<file path="config.mk">
export PLATFORM = sky130hd
export DESIGN_NAME = drive_run_command_ramp
export DESIGN_NICKNAME = d
export VERILOG_FILES = /design/src/rtl/drive_pkg.sv /design/src/rtl/freq_ramp.sv /design/src/rtl/drive_run_command_ramp.sv
export SDC_FILE = /design/constraint.sdc
export NUM_CORES = 2
export LEC_CHECK = 0
export BUFFER_PORTS_ARGS = -buffer_cell sky130_fd_sc_hd__buf_2
export CORE_AREA = 8 8 238 240
export CTS_BUF_LIST = sky130_fd_sc_hd__clkbuf_2
export CTS_CLUSTER_SIZE = 14
export DETAILED_ROUTE_END_ITERATION = 8
export DIE_AREA = 0 0 246 248
export PLACE_DENSITY = 0.77
export SYNTH_ARGS = -nofsm -noshare
export SYNTH_HDL_FRONTEND = slang
export SYNTH_HIERARCHICAL = 1
export SYNTH_SLANG_ARGS = --single-unit
</file>
<file path="constraint.sdc">
create_clock -name mclk_i -period 15.59 [get_ports mclk_i]
set_input_delay 0.7795 -clock mclk_i [delete_from_list [all_inputs] [get_ports mclk_i]]
set_output_delay 0.7795 -clock mclk_i [all_outputs]
set_load 0.02 [all_outputs]
</file>
<file path="src/rtl/drive_pkg.sv">
package drive_pkg;

  // Clock rate and ramp tick
  localparam int CLK_MHZ        = 250;
  localparam int TICK_US        = 1000;
  localparam int TICK_CYCLES    = TICK_US * CLK_MHZ;
  // Accel/decel times are counted in units of 0.1 s
  localparam int TIME_UNIT_US   = 100000;
  localparam int TICKS_PER_UNIT = TIME_UNIT_US / TICK_US;

  localparam int FREQ_W     = 16;  // 0.01 Hz per lsb
  localparam int TIME_W     = 16;  // 0.1 s per lsb
  localparam int FUNC_W     = 5;
  localparam int NUM_INPUTS = 4;
  localparam int FRAC_W     = 16;

  // Register byte offsets
  localparam logic [7:0] CTRL_OFFS   = 8'h00;
  localparam logic [7:0] KEY_OFFS    = 8'h04;
  localparam logic [7:0] FUNC_OFFS   = 8'h08;
  localparam logic [7:0] MAIN_OFFS   = 8'h0C;
  localparam logic [7:0] STEP1_OFFS  = 8'h10;
  localparam logic [7:0] STEP2_OFFS  = 8'h14;
  localparam logic [7:0] STEP3_OFFS  = 8'h18;
  localparam logic [7:0] TOP_OFFS    = 8'h1C;
  localparam logic [7:0] MINST_OFFS  = 8'h20;
  localparam logic [7:0] ACC_OFFS    = 8'h24;
  localparam logic [7:0] DEC_OFFS    = 8'h28;
  localparam logic [7:0] STATUS_OFFS = 8'h2C;
  localparam logic [7:0] TARGET_OFFS = 8'h30;

  // Control, key, function and status register fields
  localparam int CTRL_MODE_LSB = 0;
  localparam int CTRL_DIR_BIT  = 2;
  localparam int CTRL_INH_LSB  = 3;
  localparam int CTRL_PWR_BIT  = 5;
  localparam int CTRL_FLT_BIT  = 6;
  localparam int KEY_RUN_BIT   = 0;
  localparam int KEY_STOP_BIT  = 1;
  localparam int FUNC_STRIDE   = 8;
  localparam int ST_RUN_BIT    = 16;
  localparam int ST_REV_BIT    = 17;
  localparam int ST_AT_BIT     = 18;
  localparam int ST_FLT_BIT    = 19;

  // Reset values and write limits
  localparam logic [FREQ_W-1:0] MAIN_RST  = 16'h0000;
  localparam logic [FREQ_W-1:0] STEP1_RST = 16'h03E8;  // 10.00 Hz
  localparam logic [FREQ_W-1:0] STEP2_RST = 16'h07D0;  // 20.00 Hz
  localparam logic [FREQ_W-1:0] STEP3_RST = 16'h0BB8;  // 30.00 Hz
  localparam logic [FREQ_W-1:0] FREQ_LIM  = 16'h4E20;  // 200.00 Hz
  localparam logic [FREQ_W-1:0] TOP_RST   = 16'h1770;  // 60.00 Hz
  localparam logic [FREQ_W-1:0] MINST_RST = 16'h0032;  // 0.50 Hz
  localparam logic [TIME_W-1:0] ACC_RST   = 16'h0032;  // 5.0 s
  localparam logic [TIME_W-1:0] DEC_RST   = 16'h0064;  // 10.0 s
  localparam logic [TIME_W-1:0] TIME_LIM  = 16'hEA60;  // 6000.0 s

  // Input function codes
  localparam logic [FUNC_W-1:0] FN_FWD     = 5'h00;
  localparam logic [FUNC_W-1:0] FN_REV     = 5'h01;
  localparam logic [FUNC_W-1:0] FN_STEP_LO = 5'h05;
  localparam logic [FUNC_W-1:0] FN_STEP_HI = 5'h06;
  localparam logic [FUNC_W-1:0] FUNC_RST0  = 5'h00;
  localparam logic [FUNC_W-1:0] FUNC_RST1  = 5'h01;
  localparam logic [FUNC_W-1:0] FUNC_RST2  = 5'h02;
  localparam logic [FUNC_W-1:0] FUNC_RST3  = 5'h03;

  localparam logic [1:0] INH_FWD  = 2'h1;
  localparam logic [1:0] INH_REV  = 2'h2;
  localparam logic [1:0] RESP_OK  = 2'h0;
  localparam logic [1:0] RESP_ERR = 2'h2;

  typedef enum logic [1:0] {
    MODE_KEYPAD   = 2'h0,
    MODE_FWD_REV  = 2'h1,
    MODE_RUN_DIR  = 2'h2,
    MODE_RESERVED = 2'h3
  } drive_mode_type;

  typedef enum logic [1:0] {
    DIV_IDLE = 2'b01,
    DIV_BUSY = 2'b10
  } div_state_type;

  typedef logic [NUM_INPUTS-1:0][FUNC_W-1:0] func_arr_type;

  typedef struct packed {
    drive_mode_type    drive_mode;
    logic              rotation_dir_select;  // 0 = F (CW), 1 = r (CCW)
    logic [1:0]        direction_inhibit;
    logic              powerup_autostart;
    logic              fault_clear_autostart;
    func_arr_type      input_function;
    logic [FREQ_W-1:0] main_freq;
    logic [FREQ_W-1:0] step_freq_one;
    logic [FREQ_W-1:0] step_freq_two;
    logic [FREQ_W-1:0] step_freq_three;
    logic [FREQ_W-1:0] top_frequency;
    logic [FREQ_W-1:0] min_start_frequency;
    logic [TIME_W-1:0] acc_time;
    logic [TIME_W-1:0] dec_time;
  } cfg_type;

endpackage

</file>
<file path="src/rtl/freq_ramp.sv">
`timescale 1ns/1ns
`default_nettype none
module freq_ramp
  import drive_pkg::*;
(
  input  wire logic              mclk_i,
  input  wire logic              nrst_i,
  input  wire logic              tick_i,
  input  wire logic [FREQ_W-1:0] target_i,
  input  wire logic [FREQ_W-1:0] top_i,
  input  wire logic [TIME_W-1:0] acc_time_i,
  input  wire logic [TIME_W-1:0] dec_time_i,
  output logic      [FREQ_W-1:0] freq_o,
  output logic                   at_target_o
);

  localparam int ACC_W = FREQ_W + FRAC_W;
  localparam logic [5:0] DIV_STEPS = 6'(ACC_W);

  div_state_type    div_state_r;
  logic [ACC_W:0]   rem_r;
  logic [ACC_W-1:0] quo_r;
  logic [ACC_W-1:0] dvs_r;
  logic [5:0]       cnt_r;
  logic [ACC_W-1:0] inc_r;
  logic [ACC_W-1:0] acc_r;
  logic [ACC_W-1:0] tgt;
  logic [TIME_W-1:0] time_sel;
  logic [ACC_W:0]   rem_sh;

  assign tgt      = {target_i, {FRAC_W{1'b0}}};
  assign time_sel = (tgt > acc_r) ? acc_time_i : dec_time_i;
  assign rem_sh   = {rem_r[ACC_W-1:0], quo_r[ACC_W-1]};

  // slope from top/time
  // Divider runs continuously so a changed setting takes effect within a few ticks
  always_ff @(posedge mclk_i) begin
    if (!nrst_i) begin
      div_state_r <= DIV_IDLE;
      rem_r       <= '0;
      quo_r       <= '0;
      dvs_r       <= '0;
      cnt_r       <= '0;
      inc_r       <= '0;
    end else begin
      unique case (div_state_r)
        DIV_IDLE: begin
          rem_r       <= '0;
          quo_r       <= {top_i, {FRAC_W{1'b0}}};
          dvs_r       <= ACC_W'(time_sel) * ACC_W'(TICKS_PER_UNIT);
          cnt_r       <= '0;
          div_state_r <= DIV_BUSY;
        end
        DIV_BUSY: begin
          if (rem_sh >= {1'b0, dvs_r}) begin
            rem_r <= rem_sh - {1'b0, dvs_r};
            quo_r <= {quo_r[ACC_W-2:0], 1'b1};
          end else begin
            rem_r <= rem_sh;
            quo_r <= {quo_r[ACC_W-2:0], 1'b0};
          end
          cnt_r <= cnt_r + 6'h01;
          if (cnt_r == DIV_STEPS - 6'h01) begin
            div_state_r <= DIV_IDLE;
          end
        end
      endcase
      // Zero time: divider yields all ones, giving a one-tick jump
      if (div_state_r == DIV_BUSY && cnt_r == DIV_STEPS) begin
        inc_r <= quo_r;
      end else if (div_state_r == DIV_IDLE && cnt_r == DIV_STEPS) begin
        inc_r <= quo_r;
      end
    end
  end

  always_ff @(posedge mclk_i) begin
    if (!nrst_i) begin
      acc_r <= '0;
    end else if (tick_i) begin
      if (acc_r < tgt) begin
        acc_r <= (tgt - acc_r <= inc_r) ? tgt : acc_r + inc_r;
      end else if (acc_r > tgt) begin
        acc_r <= (acc_r - tgt <= inc_r) ? tgt : acc_r - inc_r;
      end
    end
  end

  always_ff @(posedge mclk_i) begin
    if (!nrst_i) begin
      freq_o      <= '0;
      at_target_o <= 1'b1;
    end else begin
      freq_o      <= acc_r[ACC_W-1:FRAC_W];
      at_target_o <= (acc_r == tgt);
    end
  end

endmodule
`default_nettype wire

</file>
<file path="src/rtl/drive_run_command_ramp.sv">
`timescale 1ns/1ns
`default_nettype none
module drive_run_command_ramp
  import drive_pkg::*;
#(
  parameter int TICK_CNT = TICK_CYCLES
) (
  input  wire logic                  mclk_i,
  input  wire logic                  nrst_i,
  input  wire logic [NUM_INPUTS-1:0] term_i,
  input  wire logic                  fault_i,
  input  wire logic [7:0]            awaddr_i,
  input  wire logic                  awvalid_i,
  output logic                       awready_o,
  input  wire logic [31:0]           wdata_i,
  input  wire logic [3:0]            wstrb_i,
  input  wire logic                  wvalid_i,
  output logic                       wready_o,
  output logic [1:0]                 bresp_o,
  output logic                       bvalid_o,
  input  wire logic                  bready_i,
  input  wire logic [7:0]            araddr_i,
  input  wire logic                  arvalid_i,
  output logic                       arready_o,
  output logic [31:0]                rdata_o,
  output logic [1:0]                 rresp_o,
  output logic                       rvalid_o,
  input  wire logic                  rready_i,
  output logic [FREQ_W-1:0]          out_freq_o,
  output logic                       running_o,
  output logic                       reverse_o
);

  cfg_type               cfg_r;
  logic [NUM_INPUTS-1:0] term_meta_r;
  logic [NUM_INPUTS-1:0] term_r;
  logic                  fault_meta_r;
  logic                  fault_r;
  logic [1:0]            settle_r;
  logic [31:0]           tick_cnt_r;
  logic                  tick_r;
  logic [7:0]            aw_addr_r;
  logic                  aw_got_r;
  logic [31:0]           w_data_r;
  logic [3:0]            w_strb_r;
  logic                  w_got_r;
  logic                  key_run_r;
  logic                  key_stop_r;
  logic                  kp_run_r;
  logic                  hold_pwr_r;
  logic                  hold_flt_r;
  logic                  dir_r;
  logic                  run_ok;
  logic                  cmd_dir;
  logic                  term_cmd;
  logic [FREQ_W-1:0]     ref_freq;
  logic [FREQ_W-1:0]     target;
  logic [FREQ_W-1:0]     ramp_freq;
  logic                  at_target;
  logic [31:0]           rdata_nxt;
  logic                  rd_hit;
  logic                  do_write;

  function automatic logic any_func(input func_arr_type f, input logic [NUM_INPUTS-1:0] lvl,
                                    input logic [FUNC_W-1:0] code);
    logic hit;
    hit = 1'b0;
    for (int i = 0; i < NUM_INPUTS; i++) begin
      hit = hit | (lvl[i] & (f[i] == code));
    end
    return hit;
  endfunction

  function automatic logic [31:0] merge(input logic [31:0] old, input logic [31:0] val,
                                        input logic [3:0] strb);
    logic [31:0] res;
    res = old;
    for (int b = 0; b < 4; b++) begin
      if (strb[b]) begin
        res[b*8 +: 8] = val[b*8 +: 8];
      end
    end
    return res;
  endfunction

  // Saturate on the whole word so an oversized write cannot wrap to a small value
  function automatic logic [FREQ_W-1:0] lim_freq(input logic [31:0] v);
    return (v > 32'(FREQ_LIM)) ? FREQ_LIM : v[FREQ_W-1:0];
  endfunction

  function automatic logic [TIME_W-1:0] lim_time(input logic [31:0] v);
    return (v > 32'(TIME_LIM)) ? TIME_LIM : v[TIME_W-1:0];
  endfunction

  // Terminal pins and fault line are asynchronous to mclk_i
  // levels sampled twice
  always_ff @(posedge mclk_i) begin
    if (!nrst_i) begin
      term_meta_r  <= '0;
      term_r       <= '0;
      fault_meta_r <= 1'b0;
      fault_r      <= 1'b0;
      settle_r     <= '0;
    end else begin
      term_meta_r  <= term_i;
      term_r       <= term_meta_r;
      fault_meta_r <= fault_i;
      fault_r      <= fault_meta_r;
      settle_r     <= {settle_r[0], 1'b1};
    end
  end

  always_ff @(posedge mclk_i) begin
    if (!nrst_i) begin
      tick_cnt_r <= '0;
      tick_r     <= 1'b0;
    end else if (tick_cnt_r == 32'(TICK_CNT - 1)) begin
      tick_cnt_r <= '0;
      tick_r     <= 1'b1;
    end else begin
      tick_cnt_r <= tick_cnt_r + 32'h0000_0001;
      tick_r     <= 1'b0;
    end
  end

  // Write address and data may arrive in either order
  assign do_write = aw_got_r & w_got_r & ~bvalid_o;

  always_ff @(posedge mclk_i) begin
    if (!nrst_i) begin
      awready_o <= 1'b1;
      wready_o  <= 1'b1;
      aw_got_r  <= 1'b0;
      w_got_r   <= 1'b0;
      aw_addr_r <= '0;
      w_data_r  <= '0;
      w_strb_r  <= '0;
      bvalid_o  <= 1'b0;
      bresp_o   <= RESP_OK;
    end else begin
      if (awvalid_i && awready_o) begin
        aw_addr_r <= awaddr_i;
        aw_got_r  <= 1'b1;
        awready_o <= 1'b0;
      end
      if (wvalid_i && wready_o) begin
        w_data_r <= wdata_i;
        w_strb_r <= wstrb_i;
        w_got_r  <= 1'b1;
        wready_o <= 1'b0;
      end
      if (do_write) begin
        aw_got_r <= 1'b0;
        w_got_r  <= 1'b0;
        bvalid_o <= 1'b1;
        bresp_o  <= (aw_addr_r[7:2] <= TARGET_OFFS[7:2] && aw_addr_r[1:0] == 2'h0)
                    ? RESP_OK : RESP_ERR;
      end
      if (bvalid_o && bready_i) begin
        bvalid_o  <= 1'b0;
        awready_o <= 1'b1;
        wready_o  <= 1'b1;
      end
    end
  end

  always_ff @(posedge mclk_i) begin
    logic [31:0] v;
    v = '0;
    if (!nrst_i) begin
      cfg_r.drive_mode            <= MODE_FWD_REV;
      cfg_r.rotation_dir_select   <= 1'b0;
      cfg_r.direction_inhibit     <= '0;
      cfg_r.powerup_autostart     <= 1'b0;
      cfg_r.fault_clear_autostart <= 1'b0;
      cfg_r.input_function        <= {FUNC_RST3, FUNC_RST2, FUNC_RST1, FUNC_RST0};
      cfg_r.main_freq             <= MAIN_RST;
      cfg_r.step_freq_one         <= STEP1_RST;
      cfg_r.step_freq_two         <= STEP2_RST;
      cfg_r.step_freq_three       <= STEP3_RST;
      cfg_r.top_frequency         <= TOP_RST;
      cfg_r.min_start_frequency   <= MINST_RST;
      cfg_r.acc_time              <= ACC_RST;
      cfg_r.dec_time              <= DEC_RST;
    end else if (do_write) begin
      v = merge(rdata_of(aw_addr_r), w_data_r, w_strb_r);
      unique case (aw_addr_r)
        CTRL_OFFS: begin
          cfg_r.drive_mode            <= drive_mode_type'(v[CTRL_MODE_LSB +: 2]);
          cfg_r.rotation_dir_select   <= v[CTRL_DIR_BIT];
          cfg_r.direction_inhibit     <= v[CTRL_INH_LSB +: 2];
          cfg_r.powerup_autostart     <= v[CTRL_PWR_BIT];
          cfg_r.fault_clear_autostart <= v[CTRL_FLT_BIT];
        end
        FUNC_OFFS: begin
          for (int i = 0; i < NUM_INPUTS; i++) begin
            cfg_r.input_function[i] <= v[i*FUNC_STRIDE +: FUNC_W];
          end
        end
        MAIN_OFFS:  cfg_r.main_freq           <= lim_freq(v);
        STEP1_OFFS: cfg_r.step_freq_one       <= lim_freq(v);
        STEP2_OFFS: cfg_r.step_freq_two       <= lim_freq(v);
        STEP3_OFFS: cfg_r.step_freq_three     <= lim_freq(v);
        TOP_OFFS:   cfg_r.top_frequency       <= lim_freq(v);
        MINST_OFFS: cfg_r.min_start_frequency <= lim_freq(v);
        ACC_OFFS:   cfg_r.acc_time            <= lim_time(v);
        DEC_OFFS:   cfg_r.dec_time            <= lim_time(v);
        default: begin
        end
      endcase
    end
  end

  // Key register is write-only; each written one is a single key press
  always_ff @(posedge mclk_i) begin
    if (!nrst_i) begin
      key_run_r  <= 1'b0;
      key_stop_r <= 1'b0;
    end else begin
      key_run_r  <= do_write && aw_addr_r == KEY_OFFS && w_strb_r[0] && w_data_r[KEY_RUN_BIT];
      key_stop_r <= do_write && aw_addr_r == KEY_OFFS && w_strb_r[0] && w_data_r[KEY_STOP_BIT];
    end
  end

  function automatic logic [31:0] rdata_of(input logic [7:0] a);
    logic [31:0] d;
    d = '0;
    unique case (a)
      CTRL_OFFS: begin
        d[CTRL_MODE_LSB +: 2] = cfg_r.drive_mode;
        d[CTRL_DIR_BIT]       = cfg_r.rotation_dir_select;
        d[CTRL_INH_LSB +: 2]  = cfg_r.direction_inhibit;
        d[CTRL_PWR_BIT]       = cfg_r.powerup_autostart;
        d[CTRL_FLT_BIT]       = cfg_r.fault_clear_autostart;
      end
      FUNC_OFFS: begin
        for (int i = 0; i < NUM_INPUTS; i++) begin
          d[i*FUNC_STRIDE +: FUNC_W] = cfg_r.input_function[i];
        end
      end
      MAIN_OFFS:   d[FREQ_W-1:0] = cfg_r.main_freq;
      STEP1_OFFS:  d[FREQ_W-1:0] = cfg_r.step_freq_one;
      STEP2_OFFS:  d[FREQ_W-1:0] = cfg_r.step_freq_two;
      STEP3_OFFS:  d[FREQ_W-1:0] = cfg_r.step_freq_three;
      TOP_OFFS:    d[FREQ_W-1:0] = cfg_r.top_frequency;
      MINST_OFFS:  d[FREQ_W-1:0] = cfg_r.min_start_frequency;
      ACC_OFFS:    d[TIME_W-1:0] = cfg_r.acc_time;
      DEC_OFFS:    d[TIME_W-1:0] = cfg_r.dec_time;
      STATUS_OFFS: begin
        d[FREQ_W-1:0] = ramp_freq;
        d[ST_RUN_BIT] = running_o;
        d[ST_REV_BIT] = dir_r;
        d[ST_AT_BIT]  = at_target;
        d[ST_FLT_BIT] = fault_r;
      end
      TARGET_OFFS: d[FREQ_W-1:0] = target;
      default:     d = '0;
    endcase
    return d;
  endfunction

  always_comb begin
    rdata_nxt = rdata_of(araddr_i);
    rd_hit    = (araddr_i[7:2] <= TARGET_OFFS[7:2]) && (araddr_i[1:0] == 2'h0);
  end

  always_ff @(posedge mclk_i) begin
    if (!nrst_i) begin
      arready_o <= 1'b1;
      rvalid_o  <= 1'b0;
      rdata_o   <= '0;
      rresp_o   <= RESP_OK;
    end else if (arvalid_i && arready_o) begin
      arready_o <= 1'b0;
      rvalid_o  <= 1'b1;
      rdata_o   <= rdata_nxt;
      rresp_o   <= rd_hit ? RESP_OK : RESP_ERR;
    end else if (rvalid_o && rready_i) begin
      arready_o <= 1'b1;
      rvalid_o  <= 1'b0;
    end
  end

  always_ff @(posedge mclk_i) begin
    if (!nrst_i) begin
      kp_run_r <= 1'b0;
    end else if (cfg_r.drive_mode != MODE_KEYPAD || key_stop_r || fault_r) begin
      kp_run_r <= 1'b0;
    end else if (key_run_r) begin
      kp_run_r <= 1'b1;
    end
  end

  always_comb begin
    logic fwd;
    logic rev;
    logic cmd;
    logic blocked;
    fwd = any_func(cfg_r.input_function, term_r, FN_FWD);
    rev = any_func(cfg_r.input_function, term_r, FN_REV);
    cmd = 1'b0;
    blocked = 1'b0;
    cmd_dir = 1'b0;
    unique case (cfg_r.drive_mode)
      MODE_KEYPAD: begin
        cmd     = kp_run_r;
        cmd_dir = cfg_r.rotation_dir_select;
      end
      MODE_FWD_REV: begin
        cmd     = fwd ^ rev;
        cmd_dir = rev;
      end
      MODE_RUN_DIR: begin
        cmd     = fwd;
        cmd_dir = rev;
      end
      MODE_RESERVED: begin
        cmd     = 1'b0;
        cmd_dir = dir_r;
      end
    endcase
    term_cmd = cmd && (cfg_r.drive_mode != MODE_KEYPAD);
    blocked = (cfg_r.direction_inhibit == INH_FWD && !cmd_dir) ||
              (cfg_r.direction_inhibit == INH_REV && cmd_dir);
    run_ok = cmd && !blocked && !fault_r &&
             !(hold_pwr_r && !cfg_r.powerup_autostart && cfg_r.drive_mode != MODE_KEYPAD) &&
             !(hold_flt_r && !cfg_r.fault_clear_autostart && cfg_r.drive_mode != MODE_KEYPAD);
  end

  // A terminal command that is already on must drop once before it may start the motor
  always_ff @(posedge mclk_i) begin
    if (!nrst_i) begin
      hold_pwr_r <= 1'b1;
      hold_flt_r <= 1'b0;
    end else begin
      // Synchronisers must fill first, or the hold clears on their reset zeros
      if ((settle_r[1] && !term_cmd) || run_ok) begin
        hold_pwr_r <= 1'b0;
      end
      // A run that has resumed ends the hold, so clearing autostart cannot stop it
      if (fault_r) begin
        hold_flt_r <= 1'b1;
      end else if (!term_cmd || run_ok) begin
        hold_flt_r <= 1'b0;
      end
    end
  end

  always_comb begin
    logic [1:0] step;
    step = {any_func(cfg_r.input_function, term_r, FN_STEP_HI),
            any_func(cfg_r.input_function, term_r, FN_STEP_LO)};
    unique case (step)
      2'h0: ref_freq = cfg_r.main_freq;
      2'h1: ref_freq = cfg_r.step_freq_one;
      2'h2: ref_freq = cfg_r.step_freq_two;
      2'h3: ref_freq = cfg_r.step_freq_three;
    endcase
    if (ref_freq > cfg_r.top_frequency) begin
      ref_freq = cfg_r.top_frequency;
    end
    if (ref_freq < cfg_r.min_start_frequency) begin
      ref_freq = '0;
    end
    // Reversal ramps down to zero before the direction flips
    target = (run_ok && cmd_dir == dir_r) ? ref_freq : '0;
  end

  always_ff @(posedge mclk_i) begin
    if (!nrst_i) begin
      dir_r      <= 1'b0;
      running_o  <= 1'b0;
      reverse_o  <= 1'b0;
      out_freq_o <= '0;
    end else begin
      if (ramp_freq == '0 && run_ok) begin
        dir_r <= cmd_dir;
      end
      running_o  <= run_ok;
      reverse_o  <= dir_r;
      out_freq_o <= ramp_freq;
    end
  end

  freq_ramp u_ramp (
    .mclk_i      (mclk_i),
    .nrst_i      (nrst_i),
    .tick_i      (tick_r),
    .target_i    (target),
    .top_i       (cfg_r.top_frequency),
    .acc_time_i  (cfg_r.acc_time),
    .dec_time_i  (cfg_r.dec_time),
    .freq_o      (ramp_freq),
    .at_target_o (at_target)
  );

endmodule
`default_nettype wire

</file>
# Word level (Yosys, flattened, before mapping)
# Cells that the tools add are included.
[classes]
addsub = 7
multipliers = 1
div = 0
magnitude_cmp = 12
eq_ne = 51
n_shift = 0
muxes = 60
bitwise_logic = 33
n_reduce_logical = 72
[op_table]
columns = ["cell", "n"]
rows = [
  ["$mux 32", 7],
  ["$pmux 32 s2", 2],
  ["$pmux 5 s12", 2],
  ["$pmux 5 s11", 2],
  ["$mux 16", 6],
  ["$mux 8", 12],
  ["$sub 32x32->32", 3],
  ["$eq 8x6->1 const B", 10],
  ["$eq 8x5->1 const B", 8],
  ["$gt 32x32->1", 2],
  ["$le 32x32->1", 2],
  ["$pmux 16 s4", 1],
  ["$pmux 3 s10", 2],
  ["$pmux 2 s11", 2],
  ["$eq 5x3->1 const B", 8],
  ["$ge 33x23->1", 1],
  ["$add 32x1->32 const B", 1],
  ["$add 32x32->32", 1],
  ["$eq 32x18->1 const B", 1],
  ["$eq 32x32->1", 1],
  ["$eq 8x4->1 const B", 4],
  ["$gt 32x15->1 const B", 1],
  ["$gt 32x16->1 const B", 1],
  ["$lt 32x32->1", 1],
  ["other kinds (37)", 155],
]
[word_totals]
reg_bits = 479
latchBits = 0
ramBits = 0
rom_bits = 0
out_inout_bits = 59
elab_cells = 292
n_memories = 0

# Longest topological paths before layout
[depth]
word_depth = 22
depth_mapped = 56
mapped_depth_nobuf = 50

# Hierarchy
# The synthesis kept the hierarchy.
[by_module_without_submodules]
columns = ["module", "n_inst", "cells_per_inst", "area_per_inst_um2", "seq_area_each_um2"]
rows = [
  ["drive_run_command_ramp", 1, 1955, 15757.6, 6065.8],
  ["freq_ramp", 1, 2021, 15436.1, 3483.3],
]

# Worst setup path after synthesis
# Ideal clock, no wire load.
[synth_timing]
path_kind = "register to register"
from = "register term_r[2]"
to = "register u_ramp.dvs_r[22]"
setup_time_ns = 0.117
arrival_ns = 12.300
required_time_ns = 15.473
path_slack_ns = 3.173
stages_incl_launch_ff = 53
n_path_buf = 9
synth_period_minus_slack_ns = 12.417
path_cell_list = "dfxtp_1 -> nor3b_1 -> and4b_4 -> nor4_4 -> buf_2 -> buf_4 -> buf_4 -> mux2i_1 -> a21oi_1 -> ha_1 -> a21oi_1 -> a21boi_0 -> o31ai_1 -> a21oi_1 -> clkbuf_1 -> buf_1 -> mux2i_1 -> inv_1 -> [17 not listed] -> a31oi_4 -> buf_6 -> mux2_2 -> ha_1 -> ha_1 -> inv_1 -> fa_1 -> inv_1 -> ha_1 -> or3_1 -> a21oi_1 -> o311ai_0 -> or4_1 -> a41oi_1 -> nor2b_1 -> or4_1 -> a21oi_1 -> nor2_1"
[synth_via]
elab_chain_cells = 17
word_cells_on_any_way = 39
cone_classes = "mul (1); order compare (3); eq/ne (4); mux (7); bitwise (13); reduce/logical (11)"
[synth_lines]
columns = ["item", "line_no", "text"]
rows = [
  ["start, declared", "drive_run_command_ramp.sv:36", "logic [NUM_INPUTS-1:0] term_r;"],
  ["start signal, assigned", "drive_run_command_ramp.sv:106", "term_r <= term_meta_r;"],
  ["branches (longest 13 deep; another with $gt 16x16->1)", "-", ""],
  ["$mux 16 (*)", "drive_run_command_ramp.sv:366", "target = (run_ok && cmd_dir == dir_r) ? ref_freq : '0;"],
  ["net target[13]", "drive_run_command_ramp.sv:57", "logic [FREQ_W-1:0] target;"],
  ["$gt 32x32->1 (*)", "freq_ramp.sv:32", "assign time_sel = (tgt > acc_r) ? acc_time_i : dec_time_i;"],
  ["$mux 16 (*)", "freq_ramp.sv:32", ""],
  ["$mul 16x5->21 (*)", "freq_ramp.sv:50", "dvs_r <= ACC_W'(time_sel) * ACC_W'(TICKS_PER_UNIT);"],
  ["end signal, assigned", "freq_ramp.sv:50", ""],
  ["end, declared", "freq_ramp.sv:23", "logic [ACC_W-1:0] dvs_r;"],
]
# Mark *: on every way through the listed nets, which the timed path passes.
# A chain may end at the register's enable or synchronous reset.

# Final worst setup path
[layout_timing]
from = "register cfg_r[134] in the netlist's numbering"
to = "register u_ramp.dvs_r[22]"
[layout_via]
elab_chain_cells = 19
word_cells_on_any_way = 47
cone_classes = "mul (1); order compare (3); eq/ne (7); mux (7); bitwise (17); reduce/logical (12)"
[layout_lines]
columns = ["item", "line_no", "text"]
rows = [
  ["start, declared", "drive_run_command_ramp.sv:34", "cfg_type cfg_r;"],
  ["branches (longest 15 deep; another with $gt 16x16->1)", "-", ""],
  ["$mux 16 (*)", "drive_run_command_ramp.sv:366", ""],
  ["net target[12]", "drive_run_command_ramp.sv:57", ""],
  ["$gt 32x32->1 (*)", "freq_ramp.sv:32", ""],
  ["$mux 16 (*)", "freq_ramp.sv:32", ""],
  ["$mul 16x5->21 (*)", "freq_ramp.sv:50", ""],
]
# Marked as above.

==> qor.yml <==
routing:
  first_pass_iters: 7
  post_drt_wl_per_cell_um: 26.0
  routed_wl_mm: 127
  remaining_drc_errors: 0
  vias: 32300
  via_per_inst: 6.58
  drt_iter0_markers: 4301
  ant_nets: 0
finish:
  layout-drive-gt1-share_pct: 10.9
  syn_to_final_growth_pct: 8.92
  layout.cells.most_common: "dfxtp_1"
  layout_common_cells: "dfxtp_1, nand2_1, a21oi_1"
  post-route-util_pct: 64.0
  fin_cells: 4907
  final_nets: 4445
cts:
  insertion_delay_ns: 1.30
  cts_root_buffer: "clkbuf_2"
  cts.sinks: 477
  ctsResizeCount: 0
  tritoncts: "built"
  h-tree-depth: 3
  post_cts_buffers: 0
  clk_path_buf_depth: 3
  numCtsBuffers: 119
  clkTransAtPathRegs_ns: 0.15
floorplan:
  die-width_um: 246
  ios: 123
  die_h_um: 248
  num_rows: 85
  dieArea_um2: 61000
  initial_utilization_pct: 58.8
  core-area_um2: 53100
pwr:
  totalPowerFinal_mw: 2.85
  leakagePower_nw: 14.5
  power.density_nw_per_um2: 83.9
  ir_worst_vdd_uv: 260
synth:
  netlist_area_um2: 31200
  ys.flop_type: "dfxtp_1"
  synth_edf_count: 0
  synth.top_cell.area_share_pct: 30.6
  synth-seq-cells: 477
  synth_cells: 3976
  synth_top_area_cell: "dfxtp_1"
  avgSynthCellArea_um2: 7.85
  ys_top_cells_by_area: "dfxtp_1, ha_1, a21oi_1"
  ys_warn_count: 6
  synth_seq_area_share_pct: 30.6
  async_flop_share_pct: 0
  synth_cell_types: 97
critical_path:
  cp_data_arrival_time_ns: 15.06
  criticalPathCategory: "reg2reg"
  cpMaxStageDelayCell: "a31oi_4"
  cpPeakStageDelay_ns: 0.88
  r2r_start: "cfg_r[134]"
  cp_common_cell: "ha_1"
  crit_path_start_kind: "flop"
  rr_worst_depth: 47
  worst_setup_path_end_kind: "flop"
  r2r_end: "u_ramp/dvs_r[22]"
  required_ns: 16.71
  ff2ff_setup_slack_ns: 1.65
  critPathMaxFanout: 44
sta:
  finalSetupViolCount: 0
  finalSetupTns_ns: 0
  period_minus_slack_ns: 13.94
  rsz0062_at_grt: "false"
  relSlewSlack_pct: 1.33
  hold_violations: 0
  fmax_mhz: 71.7
  worst_pin_slew_ns: 1.48
  min_period_over_period_pct: 89.4
  holdWs_ns: 0.112
  finClkSkew_ns: 0.139
  slew_violations: 0
hold_path:
  min_path_cells: 2
  min_to: "cfg_r[88]"
  hold_class: "in2reg"
  worstHoldStart: "nrst_i"
global_routing:
  grt_overflow_total: 0
  grt_max_degree: 118
  antenna_found_initial: 7
  groute.usage.overall_pct: 40.5
  grt_pass1_wl_mm: 189
  grt_pass1_vias: 30400
placed_design:
  portBuffers: 114
  hpwlAfterDp_mm: 93.5
  dp.cells: 4627
  gp_congestion: 1.12
job:
  maxCapViolCount: 0
status:
  status: "finished, final reports clean"
per-stage QoR:
stage                     setup slack, ns  area, um^2
after detailed placement             1.87       32300
final                                1.65       34000
after floorplan                      3.17       31200
after CTS                            1.87       34000
after global routing                0.953       34000
after global placement               2.12       32300
logic make-up after synthesis:
| group | synth area share [%] |
|---|---|
| other | 0.0120 |
| buffers and inverters | 6.26 |
| DFF | 30.6 |
| xor gates and xnor gates | 3.73 |
| and+or+nand+nor | 20.5 |
| adders and majority gates | 11.1 |
| muxes | 3.55 |
| AOI/OAI and AO/OA | 24.2 |
repair_timing:
action | 4_1_cts | 5_1_grt
hold buffers | 60 | 0
endpoints found under the hold margin | 56 | 0
setup endpoints to repair | 0 | 0
cell usage after synthesis (all sizes together), types with 15 or more instances:
library cell / instances
a221o: 19
a21oi: 380
nor4: 36
or4: 16
o21ai: 163
inv: 255
nand2: 471
xor2: 52
a211oi: 60
nand4: 44
nor3: 77
and2: 42
xnor2: 81
and3: 40
o31ai: 60
nor2: 343
nand2b: 33
o21bai: 27
a31oi: 61
a21o: 38
dfxtp: 477
a221oi: 52
buf: 59
mux2: 24
clkbuf: 177
nor2b: 43
nand3: 125
o221ai: 15
mux2i: 81
o211ai: 40
or3: 24
a22oi: 75
ha: 255
a222oi: 17
worst max-delay path, delay by kind of cell (launching register included):
family / cells / cell delay (ns)
simple gates: 16 / 4.44
compound gates: 14 / 3.91
fa+ha+maj: 7 / 2.31
buf+inv: 8 / 1.61
mux: 2 / 0.97
flops: 1 / 0.46
final cells by class:
type / instances / area (um^2)
multi-input combinational: 3015 / 19800
clock buffer: 170 / 851
timing repair buffer: 244 / 1710
sequential: 477 / 9550
fill: 4681 / 19100
tap: 696 / 871
clock inverter: 41 / 199
inverter: 255 / 961
antenna: 9 / 22.5
where the power goes:
| group | total, mW | switching, mW | leakage (nW) | internal (mW) |
|---|---|---|---|---|
| sequential | 1.28 | 0.0276 | 3.86 | 1.25 |
| combinational | 0.717 | 0.456 | 9.87 | 0.261 |
| clock | 0.856 | 0.545 | 0.807 | 0.312 |
| total | 2.85 | 1.03 | 14.5 | 1.82 |
flip-flops by register name, summed over array words and instances (netlist names), 4 cells and up:
register and count:
cfg_r 155, tick_cnt_r 32, u_ramp/acc_r 32, u_ramp/inc_r 32, u_ramp/quo_r 32, u_ramp/rem_r 32
w_data_r 32, rdata_o 26, u_ramp/dvs_r 21, out_freq_o 16, u_ramp/freq_o 16, aw_addr_r 8
u_ramp/cnt_r 6, term_meta_r 4, term_r 4, w_strb_r 4
worst max-delay path by stage:
stage / startpoint / endpoint / slack (ns) / cells after the start
2_1_floorplan: term_r[2] / u_ramp/dvs_r[22] / 3.17 / 52
3_3_place_gp: cfg_r[142] / u_ramp/dvs_r[22] / 2.12 / 47
3_5_place_dp: cfg_r[146] / u_ramp/dvs_r[22] / 1.87 / 46
4_1_cts: cfg_r[136] / u_ramp/dvs_r[22] / 1.87 / 47
5_1_grt: cfg_r[134] / u_ramp/dvs_r[22] / 0.95 / 49
6_report: cfg_r[134] / u_ramp/dvs_r[22] / 1.65 / 47
layer usage:
layer  vias to the layer above  wire length [um]  track usage [%]
li1                      14700                 -                -
met1                     15100             49800             50.3
met2                      2005             53000             60.6
met3                       466             16300             14.4
met4                         4              8320             22.7
met5                         -                30                0
Power figures use the tool's default switching activity.
